[config.mk]
export PLATFORM = sky130hd
export DESIGN_NAME = lbr_top
export DESIGN_NICKNAME = d
export VERILOG_FILES = /design/src/lbr_pkg.sv /design/src/lbr_if.sv /design/src/lbr_arb.sv /design/src/lbr_bank.sv /design/src/lbr_top.sv
export SDC_FILE = /design/constraint.sdc
export NUM_CORES = 2
export LEC_CHECK = 0
export BUFFER_PORTS_ARGS = -buffer_cell sky130_fd_sc_hd__clkbuf_2
export CORE_ASPECT_RATIO = 1.75
export CORE_MARGIN = 8
export CORE_UTILIZATION = 40
export CTS_BUF_LIST = sky130_fd_sc_hd__clkbuf_8
export DETAILED_ROUTE_END_ITERATION = 10
export PLACE_DENSITY = 0.69
export SLEW_MARGIN = 20
export SYNTH_ARGS = -nofsm -noshare
export SYNTH_HDL_FRONTEND = slang
export SYNTH_SLANG_ARGS = --single-unit
[constraint.sdc]
create_clock -name mclk -period 49 [get_ports mclk]
set_input_delay 2.45 -clock mclk [delete_from_list [all_inputs] [get_ports mclk]]
set_output_delay 2.45 -clock mclk [all_outputs]
set_load 0.02 [all_outputs]
[src/lbr_pkg.sv]
// Constants and helpers shared by the local bus receiver modules.
// Assumes a single 20 MHz clock and an asynchronous active-high reset.
// Functional notes
// - Among slots requesting on one level, the slot nearest the controller wins.
// - Competing DMA requests are granted first to the slot nearest the controller.
// - Sixteen memory address registers serve the local DMA transfers.
// - The receiver supplies every DMA memory address; slots never drive one.
// - The local bus can be cut off from the main bus.
// - The local bus signals like the main bus, separated only by switches; here the receiver re-drives it and synchronises its inputs.
// - Only levels 15, 13, 12, 11 and 10 have request lines.
// - An identify request returns the 9-bit code of the winning slot.
// - Level 15 has no identify cycle; software reads a status word instead.
// - Each programmed transfer is selected by an 11-bit register address.
// - Control load, status read and data buffer access each have an address.
// - DMA setup is written and status read through programmed transfers.
// - A request is raised each time a slot is ready for the next transfer.
// - The DMA channel moves up to one million words per second.
// - Changing DMA service between slots adds no idle channel cycles.
// - External requests set only pending bits 15, 13, 12, 11 and 10.
package lbr_pkg;
    localparam int NSLOT_DEF = 8;
    localparam int DATA_W = 16;
    localparam int DRA_W = 11;
    localparam int IDENT_W = 9;
    localparam int NCHAN = 16;
    localparam int CHAN_W = 4;
    localparam int NLVL = 5;
    // Lines 0 to 3 carry levels 10 to 13; line 4 carries level 15.
    localparam int LINE_FAST = 4;
    localparam int LVL_BASE_N = 10;
    localparam int LVL_FAST_N = 15;
    localparam logic [3:0] LVL_BASE = 4'ha;
    localparam logic [3:0] LVL_TOP = 4'hd;
    localparam logic [3:0] LVL_FAST = 4'hf;
    localparam logic [15:0] EXT_LVL_MASK = 16'hbc00;
    localparam logic [DRA_W-1:0] RCV_DRA_BASE = 11'h7c0;
    localparam logic [4:0] OFS_CTRL = 5'h00;
    localparam logic [4:0] OFS_STAT = 5'h01;
    localparam logic [4:0] OFS_DATA = 5'h02;
    localparam int OFS_ADDR_BIT = 4;
    localparam int CTL_DISC = 0;
    localparam int CTL_IRQ_EN = 1;
    localparam logic [DATA_W-1:0] CTRL_RST = 16'h0002;
    localparam int CLK_NS = 50;
    localparam int PIO_TMO_NS = 2000;
    localparam int PIO_TMO_CYC = (PIO_TMO_NS + CLK_NS - 1) / CLK_NS;
    localparam int GNT_HOLD = 3;

    // Index of the lowest set bit; the caller checks that one is set.
    function automatic logic [4:0] lbr_first(input logic [31:0] v);
        logic [4:0] r;
        r = 5'h00;
        for (int i = 31; i >= 0; i--) begin
            if (v[i]) begin
                r = 5'(i);
            end
        end
        return r;
    endfunction
endpackage

[src/lbr_if.sv]
// Arbiter and address bank signals between the receiver modules.
// Assumes all three modules share one clock.
`timescale 1ns/10ps
interface lbr_if #(
    parameter int N = 8
);
    import lbr_pkg::*;
    logic [N-1:0]        req;
    logic [N-1:0]        busy;
    logic                take;
    logic                valid;
    logic [N-1:0]        gnt;
    logic                wr_en;
    logic [CHAN_W-1:0]   wr_idx;
    logic [DATA_W-1:0]   wr_data;
    logic                inc_en;
    logic [CHAN_W-1:0]   inc_idx;
    logic [CHAN_W-1:0]   rd_idx;
    logic [DATA_W-1:0]   rd_data;
    logic [CHAN_W-1:0]   sw_idx;
    logic [DATA_W-1:0]   sw_data;
    modport arb (input req, busy, take, output valid, gnt);
    modport bank (input wr_en, wr_idx, wr_data, inc_en, inc_idx, rd_idx, sw_idx, output rd_data, sw_data);
    modport top (output req, busy, take, wr_en, wr_idx, wr_data, inc_en, inc_idx, rd_idx, sw_idx,
                 input valid, gnt, rd_data, sw_data);
endinterface

[src/lbr_arb.sv]
// Fixed-position DMA arbiter: slot 0 sits nearest the controller.
// Assumes requests arrive already synchronised to mclk.
`timescale 1ns/10ps
module lbr_arb #(
    parameter int N = 8
) (
    // Clock and reset
    input wire logic mclk,
    input wire logic rst,
    // Requests and grant
    lbr_if.arb       a
);
    import lbr_pkg::*;

    typedef struct packed {
        logic [N-1:0][1:0] hold;
    } lbr_arb_st_t;

    lbr_arb_st_t  st_ff;
    lbr_arb_st_t  nxt_st;
    logic [N-1:0] free;
    logic [N-1:0] elig;

    // A granted slot keeps its request up until its drop has crossed the synchroniser,
    // so it is held off for that long rather than granted twice.
    always_comb begin
        nxt_st = st_ff;
        for (int i = 0; i < N; i++) begin
            free[i] = (st_ff.hold[i] == 2'h0);
            if (!free[i]) begin
                nxt_st.hold[i] = st_ff.hold[i] - 2'h1;
            end
            if (a.take && a.busy[i]) begin
                nxt_st.hold[i] = 2'(GNT_HOLD);
            end
        end
    end

    always_ff @(posedge mclk or posedge rst) begin
        if (rst) begin
            st_ff <= '0;
        end else begin
            st_ff <= nxt_st;
        end
    end

    assign elig = a.req & ~a.busy & free;
    assign a.valid = |elig;
    assign a.gnt = elig & (~elig + 1'b1);
endmodule // lbr_arb

[src/lbr_bank.sv]
// Bank of DMA memory address registers with a software port and a DMA port.
// Assumes write and increment requests are single-cycle strobes on mclk.
`timescale 1ns/10ps
module lbr_bank (
    // Clock and reset
    input wire logic mclk,
    input wire logic rst,
    // Register access
    lbr_if.bank      b
);
    import lbr_pkg::*;

    typedef struct packed {
        logic [NCHAN-1:0][DATA_W-1:0] addr;
    } lbr_bank_st_t;

    lbr_bank_st_t      st_ff;
    lbr_bank_st_t      nxt_st;
    logic [DATA_W-1:0] inc_old;

    // A software reload wins over an increment of the same register.
    always_comb begin
        nxt_st = st_ff;
        inc_old = st_ff.addr[b.inc_idx];
        if (b.inc_en) begin
            nxt_st.addr[b.inc_idx] = inc_old + 1'b1;
        end
        if (b.wr_en) begin
            nxt_st.addr[b.wr_idx] = b.wr_data;
        end
    end

    always_ff @(posedge mclk or posedge rst) begin
        if (rst) begin
            st_ff <= '0;
        end else begin
            st_ff <= nxt_st;
        end
    end

    assign b.rd_data = st_ff.addr[b.rd_idx];
    assign b.sw_data = st_ff.addr[b.sw_idx];
endmodule // lbr_bank

[src/lbr_top.sv]
// Local bus receiver: passes programmed transfers, runs DMA from its address bank,
// ranks interrupts by slot and answers identify requests.
// Main-bus side signals share mclk; every local-bus input is treated as asynchronous.
`timescale 1ns/10ps
module lbr_top #(
    parameter int                        NSLOT   = lbr_pkg::NSLOT_DEF,
    parameter logic [lbr_pkg::DRA_W-1:0] OWN_DRA = lbr_pkg::RCV_DRA_BASE
) (
    // Clock and reset
    input  wire logic                                                 mclk,
    input  wire logic                                                 rst,
    // Main bus programmed transfers
    input  wire logic                                                 pio_req,
    input  wire logic                                                 pio_we,
    input  wire logic [lbr_pkg::DRA_W-1:0]                            pio_dra,
    input  wire logic [lbr_pkg::DATA_W-1:0]                           pio_wdata,
    output logic                                                      pio_busy,
    output logic                                                      pio_ack,
    output logic [lbr_pkg::DATA_W-1:0]                                pio_rdata,
    // Main bus identification
    input  wire logic                                                 idn_req,
    input  wire logic [3:0]                                           idn_level,
    output logic                                                      idn_ack,
    output logic [lbr_pkg::IDENT_W-1:0]                               idn_code,
    // Main bus pending level requests
    output logic [15:0]                                               pending_level_bits,
    // Main bus memory port
    output logic                                                      mem_req,
    output logic                                                      mem_we,
    output logic [lbr_pkg::DATA_W-1:0]                                mem_addr,
    output logic [lbr_pkg::DATA_W-1:0]                                mem_wdata,
    input  wire logic                                                 mem_ack,
    input  wire logic [lbr_pkg::DATA_W-1:0]                           mem_rdata,
    // Isolation switches
    input  wire logic                                                 bus_disconnect,
    output logic                                                      loc_bus_en,
    // Local bus programmed transfers
    output logic                                                      loc_pio_req,
    output logic                                                      loc_we,
    output logic [lbr_pkg::DRA_W-1:0]                                 loc_dra,
    output logic [lbr_pkg::DATA_W-1:0]                                loc_wdata,
    input  wire logic                                                 loc_ack,
    input  wire logic [lbr_pkg::DATA_W-1:0]                           loc_rdata,
    // Local bus interrupts and identification
    input  wire logic [lbr_pkg::NLVL-1:0][NSLOT-1:0]                  slot_irq,
    input  wire logic [NSLOT-1:0][lbr_pkg::IDENT_W-1:0]               slot_ident,
    // Local bus DMA
    input  wire logic [NSLOT-1:0]                                     slot_dma_req,
    input  wire logic [NSLOT-1:0]                                     slot_dma_we,
    input  wire logic [NSLOT-1:0][lbr_pkg::CHAN_W-1:0]                slot_dma_chan,
    input  wire logic [NSLOT-1:0][lbr_pkg::DATA_W-1:0]                slot_dma_wdata,
    output logic [NSLOT-1:0]                                          slot_dma_gnt,
    output logic [lbr_pkg::DATA_W-1:0]                                loc_dma_rdata
);
    import lbr_pkg::*;

    localparam int SW = (NSLOT > 1) ? $clog2(NSLOT) : 1;
    localparam int TW = $clog2(PIO_TMO_CYC + 1);

    typedef struct packed {
        logic                          disc;
        logic                          ack;
        logic [DATA_W-1:0]             rdata;
        logic [NLVL-1:0][NSLOT-1:0]    irq;
        logic [NSLOT-1:0][IDENT_W-1:0] ident;
        logic [NSLOT-1:0]              dreq;
        logic [NSLOT-1:0]              dwe;
        logic [NSLOT-1:0][CHAN_W-1:0]  dchan;
        logic [NSLOT-1:0][DATA_W-1:0]  dwdata;
    } lbr_pins_t;

    typedef enum logic [1:0] {
        PIO_IDLE    = 2'b00,
        PIO_LOCAL   = 2'b01,
        PIO_RELEASE = 2'b10
    } lbr_pio_t;

    typedef struct packed {
        lbr_pins_t          s1;
        lbr_pins_t          s2;
        lbr_pio_t           pio;
        logic [TW-1:0]      tmo;
        logic [DATA_W-1:0]  ctrl;
        logic [DATA_W-1:0]  last_id;
        logic               pio_ack;
        logic [DATA_W-1:0]  pio_rdata;
        logic               loc_req;
        logic               loc_we;
        logic [DRA_W-1:0]   loc_dra;
        logic [DATA_W-1:0]  loc_wdata;
        logic               idn_ack;
        logic [IDENT_W-1:0] idn_code;
        logic [15:0]        lvl;
        logic               mem_req;
        logic               mem_we;
        logic [DATA_W-1:0]  mem_addr;
        logic [DATA_W-1:0]  mem_wdata;
        logic [SW-1:0]      slot;
        logic [CHAN_W-1:0]  chan;
        logic [NSLOT-1:0]   gnt;
        logic [DATA_W-1:0]  dma_rdata;
    } lbr_st_t;

    lbr_st_t                    st_ff;
    lbr_st_t                    nxt;
    lbr_pins_t                  pins;
    logic                       disc;
    logic [NLVL-1:0][NSLOT-1:0] irq_v;
    logic [NLVL-1:0]            line_any;
    logic                       own;
    logic [4:0]                 ofs;
    logic [DATA_W-1:0]          own_rd;
    logic                       id_in_range;
    logic [NSLOT-1:0]           id_vec;
    logic                       lvl_any;
    logic [IDENT_W-1:0]         id_code;
    logic                       done;
    logic                       launch;
    logic [SW-1:0]              win;
    logic [CHAN_W-1:0]          win_chan;
    logic [DATA_W-1:0]          win_addr;

    lbr_if #(.N(NSLOT)) u_if ();

    lbr_arb #(
        .N    (NSLOT)
    ) u_arb (
        .mclk (mclk),
        .rst  (rst),
        .a    (u_if.arb)
    );

    lbr_bank u_bank (
        .mclk (mclk),
        .rst  (rst),
        .b    (u_if.bank)
    );

    assign pins = '{disc: bus_disconnect, ack: loc_ack, rdata: loc_rdata, irq: slot_irq,
                    ident: slot_ident, dreq: slot_dma_req, dwe: slot_dma_we,
                    dchan: slot_dma_chan, dwdata: slot_dma_wdata};

    // Isolation acts on the synchronised view, so a babbling slot never reaches the main bus.
    assign disc = st_ff.s2.disc | st_ff.ctrl[CTL_DISC];
    assign loc_bus_en = ~disc;

    always_comb begin
        for (int l = 0; l < NLVL; l++) begin
            irq_v[l] = disc ? '0 : st_ff.s2.irq[l];
            line_any[l] = |irq_v[l];
        end
    end

    // Own register decode and read mux.
    assign own = (pio_dra[DRA_W-1:5] == OWN_DRA[DRA_W-1:5]);
    assign ofs = pio_dra[4:0];
    assign u_if.sw_idx = ofs[CHAN_W-1:0];

    always_comb begin
        own_rd = '0;
        if (ofs[OFS_ADDR_BIT]) begin
            own_rd = u_if.sw_data;
        end else if (ofs == OFS_CTRL) begin
            own_rd = st_ff.ctrl;
        end else if (ofs == OFS_STAT) begin
            own_rd = {9'h000, st_ff.mem_req, disc, line_any};
        end else if (ofs == OFS_DATA) begin
            own_rd = st_ff.last_id;
        end
    end

    // Identify: only levels 10 to 13 have a cycle; level 15 and unknown levels read zero.
    assign id_in_range = (idn_level >= LVL_BASE) && (idn_level <= LVL_TOP);
    assign id_vec = id_in_range ? irq_v[int'(idn_level - LVL_BASE)] : '0;
    assign lvl_any = |id_vec;
    assign id_code = lvl_any ? st_ff.s2.ident[SW'(lbr_first(32'(id_vec)))] : '0;

    // DMA launch: a new word may start in the cycle the previous one completes.
    assign done = st_ff.mem_req && mem_ack;
    assign launch = (!st_ff.mem_req || mem_ack) && u_if.valid && !disc;
    assign win = SW'(lbr_first(32'(u_if.gnt)));
    assign win_chan = st_ff.s2.dchan[win];
    assign u_if.rd_idx = win_chan;
    // Bypass the step of a register that completes in this very cycle.
    assign win_addr = (done && (st_ff.chan == win_chan)) ? u_if.rd_data + 1'b1 : u_if.rd_data;
    assign u_if.req = disc ? '0 : st_ff.s2.dreq;
    assign u_if.busy = st_ff.mem_req ? (NSLOT'(1) << st_ff.slot) : '0;
    assign u_if.take = done;
    assign u_if.inc_en = done;
    assign u_if.inc_idx = st_ff.chan;
    assign u_if.wr_idx = ofs[CHAN_W-1:0];
    assign u_if.wr_data = pio_wdata;
    assign u_if.wr_en = (st_ff.pio == PIO_IDLE) && pio_req && own && pio_we && ofs[OFS_ADDR_BIT];

    always_comb begin
        nxt = st_ff;
        nxt.s1 = pins;
        nxt.s2 = st_ff.s1;
        nxt.pio_ack = 1'b0;
        nxt.idn_ack = 1'b0;
        nxt.gnt = '0;
        unique case (st_ff.pio)
            PIO_IDLE: begin
                if (pio_req && own) begin
                    nxt.pio_ack = 1'b1;
                    nxt.pio_rdata = pio_we ? '0 : own_rd;
                    if (pio_we && (ofs == OFS_CTRL)) begin
                        nxt.ctrl = pio_wdata;
                    end
                end else if (pio_req && disc) begin
                    nxt.pio_ack = 1'b1;
                    nxt.pio_rdata = '0;
                end else if (pio_req) begin
                    nxt.pio = PIO_LOCAL;
                    nxt.loc_req = 1'b1;
                    nxt.loc_we = pio_we;
                    nxt.loc_dra = pio_dra;
                    nxt.loc_wdata = pio_wdata;
                    nxt.tmo = '0;
                end
            end
            PIO_LOCAL: begin
                nxt.tmo = st_ff.tmo + 1'b1;
                if (st_ff.s2.ack && !disc) begin
                    nxt.pio_ack = 1'b1;
                    nxt.pio_rdata = st_ff.loc_we ? '0 : st_ff.s2.rdata;
                    nxt.loc_req = 1'b0;
                    nxt.pio = PIO_RELEASE;
                end else if (disc || (st_ff.tmo == TW'(PIO_TMO_CYC - 1))) begin
                    // An absent slot must not hang the processor; the read returns zero.
                    nxt.pio_ack = 1'b1;
                    nxt.pio_rdata = '0;
                    nxt.loc_req = 1'b0;
                    nxt.pio = PIO_RELEASE;
                end
            end
            PIO_RELEASE: begin
                if (!st_ff.s2.ack || disc) begin
                    nxt.pio = PIO_IDLE;
                end
            end
            default: begin
                nxt.pio = PIO_IDLE;
                nxt.loc_req = 1'b0;
            end
        endcase
        if (idn_req) begin
            nxt.idn_ack = 1'b1;
            nxt.idn_code = id_code;
            nxt.last_id = DATA_W'(id_code);
        end
        // Requests follow the slot lines level for level, so a serviced slot clears them.
        nxt.lvl = '0;
        if (st_ff.ctrl[CTL_IRQ_EN]) begin
            for (int l = 0; l < LINE_FAST; l++) begin
                nxt.lvl[LVL_BASE_N + l] = line_any[l];
            end
            nxt.lvl[LVL_FAST_N] = line_any[LINE_FAST];
        end
        if (done) begin
            nxt.mem_req = 1'b0;
            nxt.dma_rdata = mem_rdata;
            nxt.gnt = disc ? '0 : (NSLOT'(1) << st_ff.slot);
        end
        if (launch) begin
            nxt.mem_req = 1'b1;
            nxt.slot = win;
            nxt.chan = win_chan;
            nxt.mem_addr = win_addr;
            nxt.mem_we = st_ff.s2.dwe[win];
            nxt.mem_wdata = st_ff.s2.dwdata[win];
        end
    end

    always_ff @(posedge mclk or posedge rst) begin
        if (rst) begin
            st_ff <= '0;
            st_ff.ctrl <= CTRL_RST;
        end else begin
            st_ff <= nxt;
        end
    end

    assign pio_busy = (st_ff.pio != PIO_IDLE);
    assign pio_ack = st_ff.pio_ack;
    assign pio_rdata = st_ff.pio_rdata;
    assign idn_ack = st_ff.idn_ack;
    assign idn_code = st_ff.idn_code;
    assign pending_level_bits = st_ff.lvl;
    assign mem_req = st_ff.mem_req;
    assign mem_we = st_ff.mem_we;
    assign mem_addr = st_ff.mem_addr;
    assign mem_wdata = st_ff.mem_wdata;
    assign loc_pio_req = st_ff.loc_req;
    assign loc_we = st_ff.loc_we;
    assign loc_dra = st_ff.loc_dra;
    assign loc_wdata = st_ff.loc_wdata;
    assign slot_dma_gnt = st_ff.gnt;
    assign loc_dma_rdata = st_ff.dma_rdata;

    localparam int P_WAIT = 48;
endmodule // lbr_top

==> After elaboration in Yosys (flattened, before gate mapping) <==
Cells that the tools add are included.
{ "totals": {"ff_bits": 1034, "latch_bits": 0, "mem_bits_rw": 0, "rom_bits": 0, "inputBits": 359, "output_inout_bits": 132, "mem_count": 0} }
{ "op_classes": {"addsub": 13, "mul": 0, "n_div": 0, "magnitude_cmp": 10, "n_eq_ne": 21, "shift": 1, "muxes": 97, "n_bitwise": 10, "n_reduce_logical": 55} }
{ "op_table": {"columns": ["cell", "n"], "rows": [
  ["bitwise mux 256 bit", 2],
  ["2-to-1 mux 256 bit", 2],
  ["binary-select mux 16 bit (select 4 bit)", 3],
  ["2-to-1 mux 16 bit", 11],
  ["demux 16 bit (select 4 bit)", 2],
  ["2-to-1 mux 8 bit", 14],
  ["2-to-1 mux 29 bit", 3],
  ["OR reduction 8 bit", 7],
  ["binary-select mux 16 bit (select 3 bit)", 1],
  ["2-to-1 mux 3 bit", 16],
  ["2-to-1 mux 41 bit", 1],
  ["2-to-1 mux 2 bit", 19],
  ["2-to-1 mux 18 bit", 2],
  ["2-to-1 mux 9 bit", 4],
  ["2-to-1 mux 17 bit", 2],
  ["case mux 17 bit (2 select lines)", 1],
  ["adder 16 x 1 -> 16 bit (second input constant)", 2],
  ["binary-select mux 9 bit (select 3 bit)", 1],
  ["bitwise AND 8 bit", 3],
  ["binary-select mux 8 bit (select 3 bit)", 1],
  ["2-to-1 mux 24 bit", 1],
  ["inequality test 2 bit (second input constant)", 12],
  ["logical AND 1 bit", 23],
  ["zero test 2 bit", 9],
  ["37 further kinds", 65]
]} }

==> Longest topological paths before layout <==
{ "logic_depth": {"depth_word": 23, "mapped_depth": 23} }

==> Hierarchy <==
A second synthesis with hierarchy kept.
{ "hier_totals": {"hier_cells": 3805, "hier_area_um2": 44949.4} }
{ "by_module_without_submodules": {"columns": ["mod", "n_inst", "cells_per_inst", "area_each_um2", "seq_area_each_um2"], "rows": [
  ["lbr_top", 1, 1851, 25672.1, 19069.5],
  ["lbr_bank", 1, 1849, 18310.1, 6406.1],
  ["lbr_arb", 1, 105, 967.2, 400.4]
]} }

==> Worst setup path before layout <==
No wires, ideal clock.
{ "synth_timing": {"path_type": "input port to flip-flop", "startpoint": "input idn_level[1]", "endpoint": "register st_ff[137] in the netlist's numbering", "arrival_ns": 5.888, "required_ns": 48.863, "path_slack_ns": 42.975, "cell_stages": 16, "path_buffers": 3, "path_cell_list": "buf_2 > inv_1 > ha_1 > nor4_1 > a22oi_1 > nor2_1 > o21ai_0 > a21oi_1 > o22ai_1 > o21ai_0 > o21a_1 > buf_2 > buf_2 > mux4_2 > a22oi_1 > a21oi_1"} }
{ "synth_via": {"elab_chain_cells": 16} }
{ "synth_rtl": {"columns": ["element", "line_no", "source"], "rows": [
  ["from (decl)", "lbr_top.sv:22", "input wire logic [3:0] idn_level,"],
  ["subtractor 4 x 4 -> 5 bit", "lbr_top.sv:174", "assign id_vec = id_in_range ? irq_v[int'(idn_level - LVL_BASE)] : '0;"],
  ["binary-select mux 8 bit (select 3 bit)", "lbr_top.sv:174", null],
  ["2-to-1 mux 8 bit (not written as such) (2 in series)", "lbr_top.sv:174", null],
  ["2-to-1 mux 8 bit *", "lbr_top.sv:174", null],
  ["2-to-1 mux 3 bit (8 in series)", "lbr_pkg.sv:54", "if (v[i]) begin"],
  ["binary-select mux 9 bit (select 3 bit)", "lbr_top.sv:176", "assign id_code = lvl_any ? st_ff.s2.ident[SW'(lbr_first(32'(id_vec)))] : '0;"],
  ["2-to-1 mux 9 bit (not written as such)", "lbr_top.sv:176", null],
  ["2-to-1 mux 9 bit *", "lbr_top.sv:176", null],
  ["to (signal assigned)", "lbr_top.sv:280", "st_ff <= nxt;"],
  ["to (decl)", "lbr_top.sv:104", "lbr_st_t st_ff;"]
]} }
Every way passes the cells marked *; elsewhere a longest branch is shown, timed or not. The select of a mux whose other input is x is not followed.
A chain may end at the register's enable or synchronous reset.

==> Final worst setup path <==
{ "layout_timing": {"startpoint": "register u_arb.st_ff[4] in the netlist's numbering", "endpoint": "register st_ff (netlist bit mem_addr[14])"} }
{ "layout_via": {"elab_chain_cells": 19} }
{ "layout_rtl": {"columns": ["element", "line_no", "source"], "rows": [
  ["from (decl)", "lbr_arb.sv:19", "lbr_arb_st_t st_ff;"],
  ["from (signal assigned)", "lbr_arb.sv:43", "st_ff <= nxt_st;"],
  ["zero test 2 bit *", "lbr_arb.sv:29", "free[i] = (st_ff.hold[i] == 2'h0);"],
  ["bitwise AND 8 bit *", "lbr_arb.sv:47", "assign elig = a.req & ~a.busy & free;"],
  ["inverter 8 bit", "lbr_arb.sv:49", "assign a.gnt = elig & (~elig + 1'b1);"],
  ["adder 8 x 1 -> 8 bit", "lbr_arb.sv:49", null],
  ["bitwise AND 8 bit", "lbr_arb.sv:49", null],
  ["2-to-1 mux 3 bit (8 in series)", "lbr_pkg.sv:54", null],
  ["binary-select mux 4 bit (select 3 bit)", "lbr_top.sv:182", "assign win_chan = st_ff.s2.dchan[win];"],
  ["2-to-1 mux 4 bit (not written as such)", "lbr_top.sv:182", null],
  ["binary-select mux 16 bit (select 4 bit)", "lbr_bank.sv:41", "assign b.rd_data = st_ff.addr[b.rd_idx];"],
  ["2-to-1 mux 16 bit (not written as such)", "lbr_bank.sv:41", null],
  ["adder 16 x 1 -> 16 bit", "lbr_top.sv:185", "assign win_addr = (done && (st_ff.chan == win_chan)) ? u_if.rd_data + 1'b1 : u_if.rd_data;"],
  ["2-to-1 mux 16 bit", "lbr_top.sv:185", null]
]} }
Marks and branches as above.

==> impl_metrics.csv <==
group,metric,value,unit
logic_synthesis,syn_avg_cell_area,12.2,um^2
sta,fin_skew,0.0500,ns
global_route,overflow,0,
global_route,gr-usage-all-layers,22.8,%
drt,drtPass1Iterations,8,
clocking,path_clk_slew,0.07,ns
floorplanning,initial_utilization,40.2,%
clocking,cts_resized,0,
placed_design,dp.final_hpwl,95600,um
logic_synthesis,synth_cell_types,92,
critical_path,path_cells,"inv_1 -> ha_1 -> nor4bb_4 -> a21o_1 -> a22o_1 -> nor3_4 -> or2_2 -> buf_4 -> a32o_1 -> o21ai_4 -> buf_4 -> buf_4 -> mux4_2 -> nand2_1 -> nand4_2 -> ha_1 -> nand4_1 -> nand4bb_4 -> nand4b_4 -> nor4_2 -> xnor2_1 -> o21ai_1",
clocking,post_cts_buffers,0,
sta,setup_viol,0,
drt,drt-total-wl,141000,um
final_layout,final_util,45.8,%
power_and_ir_drop,power_switching_share,37.9,%
critical_path,reg2reg_from,"u_arb.st_ff[4]",
critical_path,endpoint,"mem_addr[14]",
critical_path,criticalPathCategory,"flop to flop",
power_and_ir_drop,power.total,0.00277,W
drt,wire_per_inst,25.3,um
sta,setup_ws,42.44,ns
hold_path,min_path_cells,0,
critical_path,worstPathRequired,49.70,ns
logic_synthesis,synth_edf_count,0,
critical_path,cp-end-kind,"flop",
placed_design,gp_congestion,0.925,
power_and_ir_drop,leakage,22.3,nW
logic_synthesis,synth-seq-cells,1034,
sta,hold_violations,0,
power_and_ir_drop,seqPwrFrac,38.7,%
logic_synthesis,async_flop_share,100,%
global_route,grt_first_pass_wirelength,207000,um
logic_synthesis,ys_warn_count,0,
status,status,"completed",
critical_path,cp-start-kind,"flop",
sta,slew_headroom,19.9,%
final_layout,num-fill-cells,10100,
drt,drtIter0Drc,2608,
clocking,cts_root_buf,"clkbuf_8",
drt,ant_nets,0,
critical_path,crit_fanout,57,
critical_path,startpoint,"u_arb.st_ff[4]",
power_and_ir_drop,p_comb_share,35.3,%
clocking,cts.path.max_buffers,3,
global_route,grt_start_max_net_pins,118,
floorplanning,die_h,458,um
flow_run,cap_viol_max_count,0,
critical_path,max_stage_delay,0.83,ns
sta,layout_worst_path_cycle_share,13.4,%
sta,final.setup.tns,0,ns
clocking,hold_buffers,0,
placed_design,dpl-instance-area,47600,um^2
placed_design,post-place-ws,42.09,ns
logic_synthesis,synthFlopType,"dfrtp_1",
global_route,first_global_vias,32500,
sta,slew_violations,0,
floorplanning,core_area,111000,um^2
placed_design,io_buffer_count,479,
drt,vias_per_cell,5.50,
final_layout,final_area,50800,um^2
floorplanning,die_w,269,um
global_route,antenna_found_initial,15,
sta,max_slew.worst_pin.slew,1.20,ns
clocking,cts_tree,"done",
critical_path,critPathSlowestCell,"buf_4",
critical_path,reg2reg_to,"mem_addr[14]",
final_layout,drive_above_1_share,28.2,%
clocking,cts_made_buffers,149,
logic_synthesis,syn-cell-area,44700,um^2
sta,clock.fmax,152,MHz
critical_path,worstPathArrival,7.27,ns
critical_path,reg2regPathDepth,22,
power_and_ir_drop,ir_worst_vdd,0.0426,mV
final_layout,area_growth,13.7,%
clocking,htreeDepth,4,
critical_path,cp_common_cell,"buf_4",
power_and_ir_drop,power.internal,0.00172,W
floorplanning,die_area,123000,um^2
logic_synthesis,ys_seq_area_share,57.9,%
critical_path,rrSetupSlack,42.44,ns
clocking,cts_num_sinks,1034,
hold_path,hp-class,"flop to flop",
sta,fin_crit,6.56,ns
drt,drc,0,
final_layout,nets,4349,
floorplanning,ios,491,
power_and_ir_drop,p_per_area,54.5,nW/um^2
power_and_ir_drop,clockPowerShare,26.0,%
power_and_ir_drop,switchingPower,0.00105,W
drt,vias,30600,
floorplanning,std_cell_rows,162,
sta,rsz0062_at_grt,"no",
logic_synthesis,synthesis.instances,3676,
clocking,clock_latency,0.86,ns
-- state kept, by name (all words and copies together) (netlist names), 4 cells and up --
register            cells
loc_dma_rdata          16
loc_dra                11
loc_wdata              16
mem_addr               16
mem_wdata              16
nxt                   306
pending_level_bits      5
pio_rdata              16
slot_dma_gnt            8
st_ff                 342
u_arb.st_ff            16
u_bank.st_ff          256
u_if.inc_idx            4
-- how the worst min path moves through the flow --
stage / from / end / slack (ns)
floorplan: nxt[177] / st_ff[177] / 0.33
global placement: nxt[194] / st_ff[194] / 0.33
detailed placement: nxt[209] / st_ff[209] / 0.33
CTS: nxt[386] / st_ff[386] / 0.33
global route: nxt[386] / st_ff[386] / 0.33
finish: nxt[386] / st_ff[386] / 0.33
-- through the flow --
step | hold WS [ns] | instances
after floorplan | 0.331 | 3686
after global placement | 0.331 | 5299
after detailed placement | 0.335 | 5299
after CTS | 0.326 | 5558
after global routing | 0.330 | 5564
final | 0.328 | 5568
-- cells by family (layout without fill, tap and decap cells) --
family	Yosys count	after routing	synth area share [%]
adders and majority gates	13	13	0.364
muxes	483	483	17.3
DFF	1034	1034	57.9
AOI/OAI and AO/OA	653	653	8.38
and+or+nand+nor	1022	1022	10.2
xor gates and xnor gates	44	44	0.862
buffers and inverters	426	825	4.99
other	1	18	0.00839
-- routing by layer --
metal  vias up  share of wire [%]  GRT usage (%)
met5         -              0.043              0
met4        10                9.6           19.2
met3       516                7.1           5.87
met2      1493                 50           38.0
met1     15200                 33           23.8
li1      13400                  -              -
-- power groups by stage --
stage	combinational [W]	sequential, W	clock (W)
2_1_floorplan	0.000746	0.00103	0
3_3_place_gp	0.000952	0.00108	0
3_5_place_dp	0.000970	0.00108	0
4_1_cts	0.000973	0.00107	0.000740
5_1_grt	0.00104	0.00108	0.000775
6_report	0.000979	0.00107	0.000721
-- layout make-up --
| class | count | area, um^2 | share of cell area [%] |
|---|---|---|---|
| flip-flops and latches | 1034 | 25900 | 50.9 |
| multi-input cells | 2226 | 16900 | 33.3 |
| repair buffers | 537 | 2880 | 5.66 |
| clock buffers | 176 | 2420 | 4.77 |
| well taps | 1476 | 1850 | 3.63 |
| clock inverters | 83 | 723 | 1.42 |
| inverters | 29 | 121 | 0.239 |
| diodes | 7 | 17.5 | 0.0345 |
-- synthesized netlist by cell type (all sizes together) (12+ instances only) --
library cell,number,area (um^2)
nand4,14,113
mux4,225,5070
nand2,616,2310
nor4,19,140
xnor2,18,158
buf,202,1380
nor3,17,96.4
a211oi,17,140
nand3,103,528
ha,13,163
xor2,26,228
o21ai,429,2170
dfrtp,1033,25800
mux2,62,698
inv,29,114
and2,13,83.8
clkbuf,195,732
and3,12,75.1
mux2i,196,1970
a21oi,95,487
a22oi,58,464
nor2,174,658
-- layout by cell type, fill, tap and decap left out, types with 10 or more instances in the layout --
cell / n
a211oi_1: 16
a21oi_1: 92
a22oi_1: 54
and2_1: 12
and3_1: 12
buf_4: 56
bufinv_16: 10
clkbuf_2: 477
clkbuf_8: 176
clkinv_2: 21
conb_1: 11
dfrtp_1: 1030
ha_1: 13
inv_1: 66
mux2_2: 61
mux2i_1: 194
mux4_2: 225
nand2_1: 614
nand3_1: 100
nand4_1: 10
nor2_1: 143
nor2_4: 26
nor3_1: 13
nor4_1: 15
o21ai_0: 416
xnor2_1: 18
xor2_1: 20
-- worst max-delay path: cells and delay by family, from the launching register on --
kind / cells / cell delay (ns)
simple gates: 9 / 2.04
buf+inv: 4 / 1.70
compound gates: 5 / 1.30
flops: 1 / 0.39
fa+ha+maj: 2 / 0.39
mux: 1 / 0.38
xor+xnor: 1 / 0.16
Power figures use the tool's default switching activity.
